===== src/timer8_defines.svh =====
// offsets, field positions, reset values and prescaler taps for the 8-bit timer
`ifndef TIMER8_DEFINES_SVH
`define TIMER8_DEFINES_SVH
`define T8_CTRL_IDX        8'h33
`define T8_COUNT_IDX       8'h32
`define T8_FLAG_IDX        8'h38
`define T8_MASK_IDX        8'h39
`define T8_CTRL_RESET      3'h0
`define T8_COUNT_RESET     8'h00
`define T8_PRESC_WIDTH     10
`define T8_PRESC_RESET     10'h000
`define T8_TAP8            2
`define T8_TAP64           5
`define T8_TAP256          7
`define T8_TAP1024         9
`define T8_OVF_BIT         0
`define T8_CTRL_WIDTH      3
`endif


===== src/timer8_pkg.sv =====
// types for the 8-bit timer
package timer8_pkg;
	typedef enum logic [2:0] {
		clk_src_stop,
		clk_src_core,
		clk_src_div8,
		clk_src_div64,
		clk_src_div256,
		clk_src_div1024,
		clk_src_pin_fall,
		clk_src_pin_rise
	} clk_sel_type;

	typedef struct packed {
		logic        wr;
		logic        rd;
		logic [7:0]  idx;
		logic [31:0] wdata;
	} bus_req_type;

	typedef struct packed {
		logic [9:0] taps;
	} presc_type;
endpackage : timer8_pkg


===== src/timer8_prescaler.sv =====
// free-running shared prescaler with divided-clock enable taps
`timescale 1ns/1ps
`include "timer8_defines.svh"
module timer8_prescaler
	import timer8_pkg::*;
(
	// clock and reset
	input  wire logic         sys_clk_i,
	input  wire logic         rst_n_i,
	// divided enables
	output presc_type         presc_o,
	output logic     [3:0]    tap_en_o
);
	logic [`T8_PRESC_WIDTH-1:0] cnt_q;
	logic [`T8_PRESC_WIDTH-1:0] cnt_d;

	// counts the core clock only
	assign cnt_d = cnt_q + 10'h001;

	always_ff @(posedge sys_clk_i or negedge rst_n_i)
	begin
		if (!rst_n_i)
			cnt_q <= `T8_PRESC_RESET;
		else
			cnt_q <= cnt_d;
	end

	assign presc_o.taps = cnt_q;
	// one-cycle pulse each time the low bits roll over
	assign tap_en_o[0] = &cnt_q[`T8_TAP8:0];
	assign tap_en_o[1] = &cnt_q[`T8_TAP64:0];
	assign tap_en_o[2] = &cnt_q[`T8_TAP256:0];
	assign tap_en_o[3] = &cnt_q[`T8_TAP1024:0];
endmodule : timer8_prescaler


===== src/timer8_with_shared_prescaler.sv =====
// 8-bit up timer/counter with shared prescaler, pin counting and apb registers
`timescale 1ns/1ps
`include "timer8_defines.svh"
module timer8_with_shared_prescaler
	import timer8_pkg::*;
(
	// clock and reset
	input  wire logic         sys_clk_i,
	input  wire logic         rst_n_i,
	// apb slave
	input  wire logic         psel_i,
	input  wire logic         penable_i,
	input  wire logic         pwrite_i,
	input  wire logic [11:0]  paddr_i,
	input  wire logic [31:0]  pwdata_i,
	input  wire logic [3:0]   pstrb_i,
	output logic      [31:0]  prdata_o,
	output logic              pready_o,
	output logic              pslverr_o,
	// count pin, as seen at the pad whatever its direction
	input  wire logic         timer0_count_pin_i,
	// prescaler taps offered to the other timer
	output logic      [3:0]   presc_tap_en_o,
	// interrupt
	output logic              irq_o
);
	bus_req_type  req;
	clk_sel_type  clk_sel;
	presc_type    presc;
	logic [3:0]   tap_en;
	logic [2:0]   ctrl_q;
	logic [7:0]   count_q;
	logic [7:0]   count_d;
	logic         ovf_q;
	logic         ovf_d;
	logic         ovf_en_q;
	logic         pin_meta_q;
	logic         pin_sync_q;
	logic         pin_prev_q;
	logic [31:0]  rdata_q;
	logic         pin_rise;
	logic         pin_fall;
	logic         tick;
	logic         wrap;
	logic         acc;
	logic         hit_ctrl;
	logic         hit_count;
	logic         hit_flag;
	logic         hit_mask;
	logic         hit_any;
	logic [31:0]  rdata_d;

	function automatic logic idx_hit(input logic [11:0] addr, input logic [7:0] idx);
		idx_hit = (addr[1:0] == 2'h0) && (addr[11:2] == {2'h0, idx});
	endfunction : idx_hit

	timer8_prescaler u_presc
	(
		.sys_clk_i (sys_clk_i),
		.rst_n_i   (rst_n_i),
		.presc_o   (presc),
		.tap_en_o  (tap_en)
	);

	assign presc_tap_en_o = tap_en;

	// apb decode
	assign acc         = psel_i && penable_i;
	assign req.wr      = acc && pwrite_i && pstrb_i[0];
	assign req.rd      = acc && !pwrite_i;
	assign req.idx     = paddr_i[9:2];
	assign req.wdata   = pwdata_i;
	assign hit_ctrl    = idx_hit(paddr_i, `T8_CTRL_IDX);
	assign hit_count   = idx_hit(paddr_i, `T8_COUNT_IDX);
	assign hit_flag    = idx_hit(paddr_i, `T8_FLAG_IDX);
	assign hit_mask    = idx_hit(paddr_i, `T8_MASK_IDX);
	assign hit_any     = hit_ctrl || hit_count || hit_flag || hit_mask;
	assign pready_o    = 1'b1;
	assign pslverr_o   = acc && !hit_any;

	// two-stage synchroniser, then edge detect on later stages
	always_ff @(posedge sys_clk_i or negedge rst_n_i)
	begin
		if (!rst_n_i)
		begin
			pin_meta_q <= 1'b0;
			pin_sync_q <= 1'b0;
			pin_prev_q <= 1'b0;
		end
		else
		begin
			pin_meta_q <= timer0_count_pin_i;
			pin_sync_q <= pin_meta_q;
			pin_prev_q <= pin_sync_q;
		end
	end

	assign pin_rise = pin_sync_q && !pin_prev_q;
	assign pin_fall = !pin_sync_q && pin_prev_q;

	assign clk_sel = clk_sel_type'(ctrl_q);

	// tick selection
	always_comb
	begin
		tick = 1'b0;
		case (clk_sel)
			clk_src_stop:     tick = 1'b0;
			clk_src_core:     tick = 1'b1;
			clk_src_div8:     tick = tap_en[0];
			clk_src_div64:    tick = tap_en[1];
			clk_src_div256:   tick = tap_en[2];
			clk_src_div1024:  tick = tap_en[3];
			clk_src_pin_fall: tick = pin_fall;
			clk_src_pin_rise: tick = pin_rise;
			default:          tick = 1'b0;
		endcase
	end

	assign wrap = tick && (count_q == 8'hff) && !(req.wr && hit_count);

	// a write wins over the tick in its own cycle, counting resumes next cycle
	assign count_d = (req.wr && hit_count) ? req.wdata[7:0] :
		(tick ? count_q + 8'h01 : count_q);

	// set beats write-one-to-clear
	assign ovf_d = wrap ? 1'b1 :
		((req.wr && hit_flag && req.wdata[`T8_OVF_BIT]) ? 1'b0 : ovf_q);

	always_ff @(posedge sys_clk_i or negedge rst_n_i)
	begin
		if (!rst_n_i)
		begin
			ctrl_q   <= `T8_CTRL_RESET;
			count_q  <= `T8_COUNT_RESET;
			ovf_q    <= 1'b0;
			ovf_en_q <= 1'b0;
		end
		else
		begin
			if (req.wr && hit_ctrl)
				ctrl_q <= req.wdata[`T8_CTRL_WIDTH-1:0];
			if (req.wr && hit_mask)
				ovf_en_q <= req.wdata[`T8_OVF_BIT];
			count_q <= count_d;
			ovf_q   <= ovf_d;
		end
	end

	// read mux
	always_comb
	begin
		rdata_d = 32'h0000_0000;
		if (hit_ctrl)
			rdata_d = {29'h0, ctrl_q};
		else if (hit_count)
			rdata_d = {24'h0, count_q};
		else if (hit_flag)
			rdata_d = {31'h0, ovf_q};
		else if (hit_mask)
			rdata_d = {31'h0, ovf_en_q};
	end

	// read data registered in setup cycle so it is stable in access phase
	always_ff @(posedge sys_clk_i or negedge rst_n_i)
	begin
		if (!rst_n_i)
			rdata_q <= 32'h0000_0000;
		else if (psel_i && !penable_i && !pwrite_i)
			rdata_q <= rdata_d;
	end

	assign prdata_o = rdata_q;
	assign irq_o    = ovf_q && ovf_en_q;
endmodule : timer8_with_shared_prescaler


===== config.mk =====
export PLATFORM = sky130hd
export DESIGN_NAME = timer8_with_shared_prescaler
export DESIGN_NICKNAME = d
export VERILOG_FILES = /design/src/timer8_pkg.sv /design/src/timer8_prescaler.sv /design/src/timer8_with_shared_prescaler.sv
export VERILOG_INCLUDE_DIRS = /design/src
export SDC_FILE = /design/constraint.sdc
export NUM_CORES = 1
export LEC_CHECK = 0
export CAP_MARGIN = 20
export CORE_AREA = 4 4 67 69
export DETAILED_ROUTE_END_ITERATION = 7
export DIE_AREA = 0 0 71 73
export DONT_BUFFER_PORTS = 1
export GPL_TIMING_DRIVEN = 0
export HOLD_SLACK_MARGIN = 0.1
export MAX_ROUTING_LAYER = met4
export PLACE_DENSITY = 0.71
export SLEW_MARGIN = 20
export SYNTH_ARGS = -nofsm -noshare
export SYNTH_HDL_FRONTEND = slang
export SYNTH_SLANG_ARGS = --single-unit

===== constraint.sdc =====
create_clock -name sys_clk_i -period 2.4 [get_ports sys_clk_i]
set_clock_uncertainty 0.15 [all_clocks]
set_input_delay 0.24 -clock sys_clk_i [delete_from_list [all_inputs] [get_ports sys_clk_i]]
set_output_delay 0.24 -clock sys_clk_i [all_outputs]
set_load 0.01 [all_outputs]

## After elaboration in Yosys (flattened, before gate mapping)

Index checks and enable logic that the tools add are counted.

| word-level totals | value |
|---|---|
| output and inout port bits | 39 |
| input port bits | 54 |
| bits in registers | 58 |
| logic and storage cells | 69 |

| operators by class | value |
|---|---|
| equal/unequal tests | 12 |
| add/sub/neg operators | 2 |
| reductions and logical operators | 37 |
| mux-type cells | 9 |

Operator list:

| kind | number |
|---|---|
| $eq 10x6->1 const B | 4 |
| $mux 8 | 4 |
| $logic_and 1x1->1 | 20 |
| $eq 3x3->1 const B | 4 |
| $add 10x1->10 const B | 1 |
| $reduce_and 10->1 | 1 |
| $add 8x1->8 const B | 1 |
| $eq 8x8->1 const B | 1 |
| $pmux 1 s8 | 1 |
| $reduce_and 8->1 | 1 |
| $eq 3x2->1 const B | 2 |
| $logic_not 1->1 | 6 |
| $reduce_and 6->1 | 1 |
| $mux 1 | 4 |
| $reduce_bool 2->1 | 2 |
| $eq 3x1->1 const B | 1 |
| $logic_not 3->1 | 1 |
| $logic_or 1x1->1 | 3 |
| $reduce_and 3->1 | 1 |
| $logic_not 2->1 | 1 |

## Depth between registers and ports, before layout

| depth | value |
|---|---|
| depth after elaboration | 7 |
| depth in mapped cells | 8 |
| mapped depth without buffers | 7 |

## Cells and area by module

From an unflattened synthesis, not the netlist that was laid out.

| unflattened totals | value |
|---|---|
| cell total of the unflattened synthesis | 184 |
| area total of the unflattened synthesis | 1893.1 um^2 |

By module, submodules not included:

| module | cells an instance | instances | seq. area each (um^2) | area each (um^2) |
|---|---|---|---|---|
| timer8_with_shared_prescaler | 149 | 1 | 600.6 | 1451.4 |
| timer8_prescaler | 35 | 1 | 250.2 | 441.7 |

## Least setup slack after synthesis

Ideal clock, no wire load.

| path | value |
|---|---|
| kind | flip-flop to flip-flop |
| start | register u_presc.cnt_q[0] (netlist: u_presc.presc_o[0]) |
| end | register count_q[6] |
| path slack | 0.234 ns |
| path buffers | 1 |
| period minus slack after synthesis | 2.166 ns |
| stages on the path, launching flop included | 9 |
| data required time | 2.168 ns |
| arrival | 1.934 ns |
| setup time | 0.082 ns |
| cells stage by stage | dfrtp_1 > ha_1 > ha_1 > a21oi_1 > a31oi_1 > o22ai_1 > clkbuf_1 > or4_1 > a31oi_1 |

| on the way | value |
|---|---|
| word-level cells in the longest chain between the ends | 3 |
| elaborated cells between the ends (all ways) | 6 |
| classes of those cells | 1 x mux; 5 x reduce/logical |

Ends and longest elaborated chain:

| what | RTL line | source |
|---|---|---|
| from (decl) | timer8_prescaler.sv:14 | `` logic [`T8_PRESC_WIDTH-1:0] cnt_q; `` |
| from (signal assigned) | timer8_prescaler.sv:23 | `` cnt_q <= `T8_PRESC_RESET; `` |
| from (signal assigned) | timer8_prescaler.sv:25 | `cnt_q <= cnt_d;` |
| $reduce_and 3->1 | timer8_prescaler.sv:30 | `` assign tap_en_o[0] = &cnt_q[`T8_TAP8:0]; `` |
| net presc_tap_en_o[0] | timer8_with_shared_prescaler.sv:23 | `output logic [3:0] presc_tap_en_o,` |
| $pmux 1 s8 | timer8_with_shared_prescaler.sv:107 | `case (clk_sel)` |
| $reduce_bool 2->1 (no line) | n/a |  |
| to (signal assigned) | timer8_with_shared_prescaler.sv:135 | `` count_q <= `T8_COUNT_RESET; `` |
| to (signal assigned) | timer8_with_shared_prescaler.sv:145 | `count_q <= count_d;` |
| to (decl) | timer8_with_shared_prescaler.sv:32 | `logic [7:0] count_q;` |

The timed path passes the listed nets, and every way through them passes these cells.
A chain may end at the register's enable or synchronous reset.

## Worst setup path in the final report

Same ends and word-level chain as after synthesis.

==> impl_metrics.ini <==
[synthesis]
synth_top_family_by_area = simple AND/OR/NAND/NOR gates
synth_area_um2 = 1908
synth_area_per_cell_um2 = 10.15
async_flop_share = 1.000
synth_cells = 188
synth_warnings = 0
ys_ff_latch = 34
synth_fa_ha_area_frac = 0.01967
yosys_most_used_dff = dfrtp_1
synth_edf_count = 0
synth_compound_area_frac = 0.1331
synth-seq-area-share = 0.4459
yosysUniqueCellTypes = 44
synth_simple_gate_area_frac = 0.2170
synth.area.mux_share = 0.03410
synth_xor_xnor_area_share = 0.03213

[die]
pin_count = 93
die_y_um = 73
placementRows = 23
die_w_um = 71
dieArea_um2 = 5183
start_util = 0.4875
core_region_area_um2 = 3914

[routing]
detail-route-antenna-nets = 0
viasPerCell = 5.320
vias = 1511
dr.first_iter.drc_count = 90
drt_pass1_iterations = 4
wl_per_cell_um = 13.92
wl_um = 3953
drc = 0

[critical_path]
path_buf_inv = 1
startpoint_type = flip-flop
crit_family = compound AO/OA/AOI/OAI gates
crit_chain = ha_4 > ha_4 > a21oi_1 > a31oi_1 > o22ai_2 > buf_4 > or4_1 > a31oi_1
reg2regPathDepth = 8
worstPathMaxFanout = 10
critPathKind = flip-flop to flip-flop
worstReg2RegStart = u_presc.presc_o[0]
crit_path_top_delay_cell = or4_1
cp_data_required_time_ns = 2.44
reg2reg_to = count_q[6]
crit_arrival_ns = 2.31
cp-end-kind = flip-flop
worst_path_largest_cell_delay_ns = 0.46
regToRegSetupSlack_ns = 0.13

[final_layout]
final_util = 0.5969
area_growth_pct = 22.43
final_nets = 291
antennaDiodeCount = 0
final_area_um2 = 2336
fillers = 350
drive_above_1_share = 0.2222
mostFrequentLayoutCells = dfrtp_1 (34), buf_4 (28), conb_1 (25)
layout_commonest_cell = dfrtp_1

[grt]
grt_max_degree = 35
grtUsageTotal = 0.1650
grt_pass1_wl_um = 6624
antenna_found_initial = 0
grt_pass1_vias = 1461
grt-ovfl-total = 0

[sta]
worst_pin_slew_ns = 0.5030
hold_violations = 0
report.final.slew_viol_count = 0
max_freq_mhz = 440.5
period_minus_slack_ns = 2.270
timing.final.ws_setup_ns = 0.1299
period_share = 0.9459
relSlewSlack = 0.6619
setup_violations = 0

[min_path]
whs_path_depth = 3
hold_path_end = ovf_en_q
hp-start = paddr_i[3]
min_path_type = input port to flip-flop

[place]
port-buffer-count = 0
place_area_um2 = 2057
gp_congestion = 0.7760
dp_hpwl_um = 2896
dp_slack_ns = -0.02608

[power_and_ir_drop]
power_leakage_nw = 1.117
p_per_area_nw_per_um2 = 454.3
peakVddDrop_uv = 432.2

[clock_network]
clk_pin_slew_ns = 0.06
cts_buffer_depth = 2
cts_tree = done
htree_levels = 2
cts-root-buf = clkbuf_8
worst_skew_pair.late_latency_ns = 0.27
clock_sinks = 34
numCtsBuffers = 5

[job]
cap_violations = 0

[run_status]
outcome = finished clean
## area by class of cell
cell class,count,area (µm²),area share
Timing Repair Buffer,16,165.2,0.07070
Buffer,29,214.0,0.09159
Clock buffer,7,76.32,0.03267
Tap cell,50,62.56,0.02678
Multi-Input combinational cell,146,959.7,0.4108
Inverter,2,7.507,0.003214
Sequential cell,34,850.8,0.3642
## worst max-delay path by stage
stage / slack (ns) / to / start / cells past startpoint
2_1_floorplan: 0.23 / count_q[6] / u_presc.presc_o[0] / 8
3_3_place_gp: -0.01 / count_q[6] / u_presc.presc_o[0] / 8
3_5_place_dp: -0.03 / count_q[6] / u_presc.presc_o[0] / 8
4_1_cts: 0.01 / count_q[6] / u_presc.presc_o[0] / 8
5_1_grt: -0.0002 / count_q[6] / u_presc.presc_o[0] / 8
6_report: 0.13 / count_q[6] / u_presc.presc_o[0] / 8
## report_power, final
| part | internal (W) | switching [W] |
|---|---|---|
| registers | 0.000576 | 0.00000133 |
| logic | 0.0000508 | 0.0000498 |
| clock network | 0.000199 | 0.000184 |
## Yosys cell counts (2+ instances only)
| library cell | number | area, µm² |
|---|---|---|
| dfrtp_1 | 34 | 850.8 |
| buf_4 | 25 | 187.7 |
| nand2_1 | 13 | 48.80 |
| nor2_1 | 12 | 45.04 |
| nand3_1 | 11 | 55.05 |
| a31oi_1 | 7 | 43.79 |
| nand4_1 | 6 | 37.54 |
| a22o_1 | 5 | 43.79 |
| nor2b_1 | 5 | 31.28 |
| and3_1 | 4 | 25.02 |
| mux2_2 | 4 | 45.04 |
| o21ai_0 | 4 | 20.02 |
| o31ai_1 | 4 | 30.03 |
| or4_1 | 4 | 30.03 |
| xnor2_1 | 4 | 35.03 |
| clkbuf_1 | 3 | 11.26 |
| ha_1 | 3 | 37.54 |
| nand4b_1 | 3 | 26.28 |
| o41ai_1 | 3 | 26.28 |
| or2_2 | 3 | 18.77 |
| xor2_1 | 3 | 26.28 |
| and2_1 | 2 | 12.51 |
| conb_1 | 2 | 7.510 |
| inv_1 | 2 | 7.510 |
| mux2i_1 | 2 | 20.02 |
| o211ai_1 | 2 | 15.01 |
## state kept, by name, indices dropped and copies added (netlist names)
register         count
u_presc.presc_o     10
count_q              8
prdata_o             8
clk_sel              3
ovf_en_q             1
ovf_q                1
pin_meta_q           1
pin_prev_q           1
pin_sync_q           1
## worst min-delay path: cells and delay by family
kind,cells,cell delay (ns)
multiplexers,1,0.15
AND/OR/NAND/NOR,2,0.13
## per-layer routing
| layer | share of wire | global-route usage |
|---|---|---|
| met1 | 0.42 | 0.2000 |
| met2 | 0.48 | 0.2657 |
| met3 | 0.087 | 0.04821 |
| met4 | 0.012 | 0.05428 |
| met5 | 0 | - |
## logic make-up after synthesis
logic type,count (synthesis)
mux,6
xor+xnor,7
buf+inv,31
simple gates,71
compound gates,34
flops,34
other cells,2
fa+ha+maj,3
## through the flow
stage                     hold slack [ns]  total power, W    TNS (ns)  std cells
after global placement            -0.2050       0.0006538    -0.01049        261
after global routing               0.1402        0.001112  -0.0001530        284
final                              0.1256        0.001061           0        284
after floorplan                   -0.2056       0.0006511           0        211
after CTS                          0.1170        0.001074           0        282
after detailed placement          -0.2050       0.0006543    -0.02608        261
## timing repair
item | 4_1_cts | 5_1_grt
pin swaps | 0 | 1
hold endpoints to repair | 50 | 0
endpoints found under the setup margin | 1 | 3
resized for setup | 2 | 8
gates cloned | 0 | 0
setup buffers | 0 | 2
hold buffers | 14 | 0
No activity file was read; power rests on OpenSTA's default activity.
